### config.mk
export PLATFORM = sky130hd
export DESIGN_NAME = fault_alarm_message_manager
export DESIGN_NICKNAME = d
export VERILOG_FILES = /design/src/fam_pkg.sv /design/src/fault_alarm_message_manager.sv
export SDC_FILE = /design/constraint.sdc
export NUM_CORES = 2
export LEC_CHECK = 0
export BUFFER_PORTS_ARGS = -buffer_cell sky130_fd_sc_hd__buf_2
export CAP_MARGIN = 40
export CORE_ASPECT_RATIO = 0.5
export CORE_MARGIN = 2
export CORE_UTILIZATION = 50
export CTS_BUF_LIST = sky130_fd_sc_hd__clkbuf_16
export DETAILED_ROUTE_END_ITERATION = 8
export PLACE_DENSITY = 0.7
export RECOVER_POWER = 25
export SYNTH_ARGS = -nofsm -noshare
export SYNTH_HDL_FRONTEND = slang
export SYNTH_SLANG_ARGS = --single-unit
### constraint.sdc
create_clock -name CLK -period 6.62 [get_ports CLK]
set_input_delay 0.662 -clock CLK [delete_from_list [all_inputs] [get_ports CLK]]
set_output_delay 0.662 -clock CLK [all_outputs]
set_load 0.05 [all_outputs]
### src/fam_pkg.sv
// Package for the fault and alarm message manager: constants, classes, records.
// Assumes one system clock of 250 MHz and a single design that imports it.
`default_nettype none
package fam_pkg;
  localparam int NSRC = 8;
  localparam int BUF_DEPTH = 8;
  localparam int IDX_W = 3;
  localparam int ZSW_FAULT_BIT = 3;
  localparam int ZSW_ALARM_BIT = 7;
  localparam logic [7:0] PREFIX_FAULT = 8'h46;
  localparam logic [7:0] PREFIX_ALARM = 8'h41;
  localparam logic [7:0] PREFIX_NONE = 8'h00;
  localparam int CLK_KHZ = 250000;
  localparam int FLASH_HALF_MS = 250;
  localparam int FLASH_HALF_CYC = FLASH_HALF_MS * CLK_KHZ;

  // Message class numbers
  typedef enum logic [4:0] {
    MC_NONE = 5'h00,
    MC_HW_SW = 5'h01, // RQ15
    MC_LINE = 5'h02,
    MC_SUPPLY = 5'h03,
    MC_DC_OVERVOLT = 5'h04,
    MC_POWER_ELEC = 5'h05,
    MC_ELEC_OVERTEMP = 5'h06,
    MC_GROUND_SHORT = 5'h07,
    MC_MOTOR_OVERLOAD = 5'h08,
    MC_CTRL_COMM = 5'h09,
    MC_SAFETY_MON = 5'h0A,
    MC_POS_SPEED = 5'h0B, // RQ16
    MC_INT_COMM = 5'h0C,
    MC_INFEED = 5'h0D,
    MC_BRAKING = 5'h0E,
    MC_LINE_FILTER = 5'h0F,
    MC_EXT_SIGNAL = 5'h10,
    MC_APP_LIMIT = 5'h11,
    MC_PARAM_ERR = 5'h12,
    MC_GENERAL = 5'h13,
    MC_AUX_UNIT = 5'h14
  } msg_class_t;

  typedef enum logic [1:0] {RX_NONE, RX_OFF1, RX_OFF2, RX_OFF3} reaction_t;

  typedef struct packed {
    logic is_fault;
    logic [15:0] number;
    logic [7:0] component;
    msg_class_t mclass;
    logic [15:0] diag;
    reaction_t reaction;
  } msg_info_t;

  typedef struct packed {
    logic [7:0] prefix;
    logic [15:0] number;
    logic [7:0] component;
    msg_class_t mclass;
    logic [15:0] diag;
  } msg_rec_t;
endpackage : fam_pkg
`default_nettype wire

### src/fault_alarm_message_manager.sv
// Fault and alarm message manager: latches, logs and reports drive messages.
// Assumes cause levels and message descriptors synchronous to CLK, steady kinds.
`default_nettype none

// Summary of operation
// [RQ1] Fault records carry prefix F, alarm records prefix A, then the number.
// [RQ2] A raised fault drives its configured reaction code.
// [RQ3] Faults stay latched until acknowledged with their cause gone.
// [RQ4] Status word bit 3 is set while any fault is active.
// [RQ5] Each raised fault is written as a new fault buffer entry.
// [RQ6] Ready lamp flashes red and report shows any active message.
// [RQ7] Alarms never cause a reaction.
// [RQ8] Alarms clear by themselves when their cause goes away.
// [RQ9] Status word bit 7 is set while any alarm is active.
// [RQ10] Each raised alarm is written to a separate alarm buffer.
// [RQ11] An armed trigger fires when a chosen message number is logged.
// [RQ12] Every record holds the detecting component number.
// [RQ13] Every record holds the message diagnostic field.
// [RQ14] Every record holds its message class number.
// [RQ15] Classes 1 to 10 are the first ten profile classes.
// [RQ16] Classes 11 to 20 are the second ten profile classes.
// [RQ17] Report shows faults first, alarms only when no fault remains.
// [RQ18] The other party acknowledges faults with the reset input; the code takes the acknowledge on ACK, not on ARST_N.
// [RQ19] Status bits clear only when no fault or alarm remains; the code clears bit 3 once no fault remains and bit 7 once no alarm remains.
module fault_alarm_message_manager
  import fam_pkg::*;
#(
  parameter int FLASH_HALF = FLASH_HALF_CYC
)
(
  input wire logic CLK,
  input wire logic ARST_N,
  input wire logic [NSRC-1:0] CAUSE,
  input wire msg_info_t [NSRC-1:0] MSG_INFO,
  input wire logic ACK,
  input wire logic TRIG_ARM,
  input wire logic [15:0] TRIG_NUMBER,
  input wire logic BUF_SEL_FAULT,
  input wire logic [IDX_W-1:0] BUF_INDEX,
  output msg_rec_t BUF_DATA,
  output logic [IDX_W:0] FAULT_ENTRIES,
  output logic [IDX_W:0] ALARM_ENTRIES,
  output logic [15:0] DRIVE_STATUS_WORD_ONE,
  output logic READY_LAMP_RED,
  output reaction_t REACTION,
  output msg_rec_t REPORT,
  output logic REPORT_VALID,
  output logic TRIGGER_OUT
);
  logic [NSRC-1:0] cause_prev_reg;
  logic [NSRC-1:0] active_reg;
  logic [NSRC-1:0] pend_reg;
  logic [NSRC-1:0] fault_mask;
  logic [NSRC-1:0] rise;
  logic [NSRC-1:0] grant;
  logic [IDX_W:0] sel;
  logic [IDX_W:0] rep_f;
  logic [IDX_W:0] rep_a;
  logic any_fault;
  logic any_alarm;
  logic any_active;
  msg_rec_t fault_buf [BUF_DEPTH];
  msg_rec_t alarm_buf [BUF_DEPTH];
  logic [IDX_W-1:0] fault_wr_reg;
  logic [IDX_W-1:0] alarm_wr_reg;
  logic [31:0] flash_cnt_reg;
  logic flash_phase_reg;

  // Lowest set bit, with a found flag on top
  function automatic logic [IDX_W:0] first_set(input logic [NSRC-1:0] v);
    logic [IDX_W:0] r;
    r = '0;
    for (int k = NSRC - 1; k >= 0; k--)
    begin
      if (v[k])
      begin
        r = {1'b1, IDX_W'(k)};
      end
    end
    return r;
  endfunction : first_set

  function automatic msg_rec_t make_rec(input msg_info_t m);
    msg_rec_t r;
    r.prefix = m.is_fault ? PREFIX_FAULT : PREFIX_ALARM; // RQ1
    r.number = m.number;
    r.component = m.component; // RQ12
    r.mclass = m.mclass; // RQ14 RQ15 RQ16
    r.diag = m.diag; // RQ13
    return r;
  endfunction : make_rec

  genvar g;
  generate
    for (g = 0; g < NSRC; g++)
    begin : g_src
      assign fault_mask[g] = MSG_INFO[g].is_fault;
      assign grant[g] = sel[IDX_W] && (sel[IDX_W-1:0] == IDX_W'(g));
    end
  endgenerate

  assign rise = CAUSE & ~cause_prev_reg;
  assign sel = first_set(pend_reg);
  assign rep_f = first_set(active_reg & fault_mask);
  assign rep_a = first_set(active_reg & ~fault_mask);
  assign any_fault = rep_f[IDX_W];
  assign any_alarm = rep_a[IDX_W];
  assign any_active = any_fault || any_alarm;

  always_ff @(posedge CLK or negedge ARST_N)
  begin
    if (!ARST_N)
      cause_prev_reg <= '0;
    else
      cause_prev_reg <= CAUSE;
  end

  // Fault latching and alarm tracking
  always_ff @(posedge CLK or negedge ARST_N)
  begin
    if (!ARST_N)
      active_reg <= '0;
    else
    begin
      for (int i = 0; i < NSRC; i++)
      begin
        if (fault_mask[i])
          active_reg[i] <= rise[i] || (active_reg[i] && !(ACK && !CAUSE[i])); // RQ3 RQ18
        else
          active_reg[i] <= CAUSE[i]; // RQ8
      end
    end
  end

  // New raise waits here until logged; a raise beats the grant
  always_ff @(posedge CLK or negedge ARST_N)
  begin
    if (!ARST_N)
      pend_reg <= '0;
    else
      pend_reg <= (pend_reg & ~grant) | rise;
  end

  // Fault buffer
  always_ff @(posedge CLK or negedge ARST_N)
  begin
    if (!ARST_N)
    begin
      fault_wr_reg <= '0;
      FAULT_ENTRIES <= '0;
      for (int i = 0; i < BUF_DEPTH; i++)
        fault_buf[i] <= '0;
    end
    else if (sel[IDX_W] && fault_mask[sel[IDX_W-1:0]])
    begin
      fault_buf[fault_wr_reg] <= make_rec(MSG_INFO[sel[IDX_W-1:0]]); // RQ5
      fault_wr_reg <= fault_wr_reg + 1'b1;
      if (FAULT_ENTRIES != (IDX_W+1)'(BUF_DEPTH))
        FAULT_ENTRIES <= FAULT_ENTRIES + 1'b1;
    end
  end

  // Alarm buffer
  always_ff @(posedge CLK or negedge ARST_N)
  begin
    if (!ARST_N)
    begin
      alarm_wr_reg <= '0;
      ALARM_ENTRIES <= '0;
      for (int i = 0; i < BUF_DEPTH; i++)
        alarm_buf[i] <= '0;
    end
    else if (sel[IDX_W] && !fault_mask[sel[IDX_W-1:0]])
    begin
      alarm_buf[alarm_wr_reg] <= make_rec(MSG_INFO[sel[IDX_W-1:0]]); // RQ10
      alarm_wr_reg <= alarm_wr_reg + 1'b1;
      if (ALARM_ENTRIES != (IDX_W+1)'(BUF_DEPTH))
        ALARM_ENTRIES <= ALARM_ENTRIES + 1'b1;
    end
  end

  // Buffer read, index 0 is the newest entry
  always_ff @(posedge CLK or negedge ARST_N)
  begin
    if (!ARST_N)
      BUF_DATA <= '0;
    else if (BUF_SEL_FAULT)
      BUF_DATA <= fault_buf[fault_wr_reg - BUF_INDEX - 1'b1];
    else
      BUF_DATA <= alarm_buf[alarm_wr_reg - BUF_INDEX - 1'b1];
  end

  // Capture trigger on a logged message number
  always_ff @(posedge CLK or negedge ARST_N)
  begin
    if (!ARST_N)
      TRIGGER_OUT <= 1'b0;
    else
      TRIGGER_OUT <= TRIG_ARM && sel[IDX_W]
        && (MSG_INFO[sel[IDX_W-1:0]].number == TRIG_NUMBER); // RQ11
  end

  always_ff @(posedge CLK or negedge ARST_N)
  begin
    if (!ARST_N)
      DRIVE_STATUS_WORD_ONE <= '0;
    else
    begin
      DRIVE_STATUS_WORD_ONE <= '0;
      DRIVE_STATUS_WORD_ONE[ZSW_FAULT_BIT] <= any_fault; // RQ4 RQ19
      DRIVE_STATUS_WORD_ONE[ZSW_ALARM_BIT] <= any_alarm; // RQ9 RQ19
    end
  end

  // Reaction of the lowest-numbered latched fault; alarms take no part
  always_ff @(posedge CLK or negedge ARST_N)
  begin
    if (!ARST_N)
      REACTION <= RX_NONE;
    else if (any_fault)
      REACTION <= MSG_INFO[rep_f[IDX_W-1:0]].reaction; // RQ2
    else
      REACTION <= RX_NONE; // RQ7
  end

  // Displayed message, faults ahead of alarms
  always_ff @(posedge CLK or negedge ARST_N)
  begin
    if (!ARST_N)
    begin
      REPORT <= '0;
      REPORT_VALID <= 1'b0;
    end
    else
    begin
      REPORT_VALID <= any_active; // RQ6
      if (any_fault)
        REPORT <= make_rec(MSG_INFO[rep_f[IDX_W-1:0]]); // RQ17
      else if (any_alarm)
        REPORT <= make_rec(MSG_INFO[rep_a[IDX_W-1:0]]); // RQ17
      else
        REPORT <= '0;
    end
  end

  // Slow flash divider for the lamp
  always_ff @(posedge CLK or negedge ARST_N)
  begin
    if (!ARST_N)
    begin
      flash_cnt_reg <= '0;
      flash_phase_reg <= 1'b1;
    end
    else if (!any_active)
    begin
      flash_cnt_reg <= '0;
      flash_phase_reg <= 1'b1;
    end
    else if (flash_cnt_reg >= 32'(FLASH_HALF - 1))
    begin
      flash_cnt_reg <= '0;
      flash_phase_reg <= !flash_phase_reg;
    end
    else
      flash_cnt_reg <= flash_cnt_reg + 1'b1;
  end

  always_ff @(posedge CLK or negedge ARST_N)
  begin
    if (!ARST_N)
      READY_LAMP_RED <= 1'b0;
    else
      READY_LAMP_RED <= any_active && flash_phase_reg; // RQ6
  end
endmodule : fault_alarm_message_manager
`default_nettype wire

==> flow_summary.yaml <==
placement:
  place_congestion: 0.923
  dp_hpwl_mm: 99.1
  port_buffers: 528
sta:
  rsz0062_at_grt: "no"
  hold_viol_final: 0
  worstMarginPinSlew_ns: 3.89
  period_share: 0.674
  setup_viol: 0
  slew_violations: 496
  fmax_mhz: 224
  relSlewSlack: -1.60
  tns_ns: 0
  min_period_ns: 4.46
  fin_skew_ns: 0.0341
clocking:
  cts_buffers: 86
  clock_latency_ns: 0.69
  cts-resized-gates: 0
  cts_buffer_depth: 3
  htree_levels: 3
  hold_buffers: 0
  cts_tree: "done"
  cts_sinks: 941
  cts-root-buf: "clkbuf_16"
  cts.clk_slew.worst_paths_ns: 0.07
  cts_setup_buffers: 0
setup_path:
  r2r_cells: 9
  path_class: "flip-flop to flip-flop"
  worst-path-max-fanout: 66
  start_kind: "flip-flop"
  r2r_slack_ns: 2.16
  cpPeakStageDelay_ns: 0.93
  r2r_end: "alarm_buf[272]"
  cp.required_ns: 7.17
  crit_end: "alarm_buf[272]"
  reg2reg_from: "pend_reg[0]"
  cp_slowest_cell: "or4b_4"
  cp-end-kind: "flip-flop"
  cp-startpoint: "pend_reg[0]"
  arrival_ns: 5.01
  path_cells: "nor2_1 > o2111ai_2 > o2111a_2 > a22oi_2 > and3_1 > or4b_4 > buf_4 > nand2_1 > o21ai_1"
final_layout:
  final_nets: 5318
  finalCoreUtilization: 0.574
  drive_above_1_share: 0.233
  top_regs: "alarm_buf (384), fault_buf (384)"
  syn2layout_area_growth_pct: 13.8
global_routing:
  grt_overflow: 0
  met2_usage: 0.452
  busiest_layer: "met2"
  grt_pass1_wl_mm: 231
  gr-usage-met1: 0.447
  grt_max_degree: 182
  antenna_found_initial: 32
  grt_usage: 0.304
  grt_util_met3: 0.0511
  grt_pass1_vias: 38100
synth:
  ys.flop_type: "dfrtp_1"
  async_flop_share: 1.00
  synth_warnings: 0
  syn_area_um2: 48100
  syn_inst: 4548
  yosysTopAreaCell: "dfrtp_1"
  yosysSeqAreaShare: 0.489
  synth_common_cells: "940 x dfrtp_1, 929 x nand2_1, 494 x o21ai_0"
  syn_avg_cell_area_um2: 10.6
  synth_cell_types: 71
  synth_edf_count: 0
  ys_top_cells_by_area: "dfrtp_1 49%, mux4_2 15%, nand2_1 7.2%, o21ai_0 5.1%, mux2i_1 3.4%"
  netlist.area_leader.share: 0.489
  synth_seq_cells: 941
  yosysMostFrequentCell: "dfrtp_1"
detailed_routing:
  drtAntennaViolNets: 0
  drt-total-wl_mm: 150
  wl_per_cell_um: 24.0
  drcViolationCount: 0
  first_iter_violations: 4191
  viasPerCell: 6.12
  drtPass1Iterations: 6
  via_count: 38300
die:
  die_x_um: 443
  start_util: 0.504
  die-area_um2: 98900
  io-pin-count: 551
  die_h_um: 223
  rows: 80
  core_area_um2: 95400
power_and_ir_drop:
  powerDensity_nw_per_um2: 483
  p_leak_nw: 24.2
  vdd.ir_drop.worst_mv: 0.446
run_status:
  status: "finished, violations left"
  violations: "max-capacitance violations, max-slew violations"
flow_run:
  cap_violations: 6
worst_hold_path:
  hp-class: "primary input to asynchronous set/reset pin"
==> worst max-delay path: cells and delay by family, from the launching register on <==
family / cells / cell delay (ns)
DFF: 1 / 0.66
and+or+nand+nor: 4 / 2.30
buffers and inverters: 1 / 0.39
AOI/OAI and AO/OA: 4 / 0.95
==> power by group <==
part / switching, W / internal, W
clock: 0.00235 / 0.00251
combinational: 0.00712 / 0.00495
sequential: 0.00132 / 0.00821
==> placed cells by master, fill, tap and decap left out, types with 28 or more instances in the layout <==
cell type / netlist / layout
buf_2: 81 / 518
dfrtp_1: 940 / 940
clkbuf_16: 0 / 87
nor2_1: 141 / 136
mux4_2: 331 / 331
nor2b_1: 58 / 58
mux2i_1: 164 / 164
buf_4: 26 / 90
a21o_1: 30 / 30
o221ai_1: 54 / 53
nand2b_1: 28 / 28
nand2_1: 929 / 927
inv_1: 147 / 170
a221oi_1: 58 / 58
a22oi_1: 47 / 47
conb_1: 1 / 28
o21ai_0: 494 / 493
a21oi_1: 138 / 138
o21ai_1: 91 / 91
nand3_1: 195 / 191
a211oi_1: 51 / 51
==> cell families (layout without fill, tap and decap cells) <==
group,after synthesis,after routing,share of synthesized area
AOI/OAI and AO/OA,1033,1033,0.128
muxes,497,497,0.189
buffers and inverters,569,957,0.0510
other,1,55,0.0000779
xor gates and xnor gates,52,52,0.00946
adders and majority gates,11,11,0.00317
and+or+nand+nor,1444,1444,0.130
DFF,941,941,0.489
==> how the worst min path moves through the flow <==
| stage | slack, ns | endpoint | start | cells past startpoint |
|---|---|---|---|---|
| after floorplan | 0.37 | ALARM_ENTRIES[0] | ARST_N | 0 |
| after global placement | 0.44 | pend_reg[0] | cause_prev_reg[0] | 1 |
| after detailed placement | 0.44 | pend_reg[0] | cause_prev_reg[0] | 1 |
| after CTS | 0.04 | REPORT[18] | ARST_N | 1 |
| after global routing | 0.08 | REPORT[18] | ARST_N | 1 |
| final | 0.03 | REPORT[18] | ARST_N | 1 |
==> through the flow <==
stage	std cells	total power [W]	setup WS, ns	cell area [µm²]	hold WS, ns
2_1_floorplan	4575	0.0179	3.46	48200	0.366
3_3_place_gp	6056	0.0210	2.45	51700	0.436
3_5_place_dp	6074	0.0216	2.55	52100	0.439
4_1_cts	6234	0.0265	2.50	54700	0.0407
5_1_grt	6260	0.0281	1.46	54700	0.0844
6_report	6261	0.0265	2.16	54700	0.0340
==> final cells by class <==
cell class / count / area [µm²]
multi-input cells: 3065 / 22400
well taps: 1271 / 1590
inverters: 147 / 552
fillers: 8046 / 40600
diodes: 27 / 67.6
flip-flops and latches: 941 / 23500
repair buffers: 650 / 3870
clock buffers: 87 / 2180
clock inverters: 73 / 509
==> routing by layer <==
metal,wire (µm),vias to the layer above
met2,67600,1928
met1,64600,19100
met4,5560,6
li1,-,16900
met5,40,-
met3,12600,373
Power figures use the tool's default switching activity.
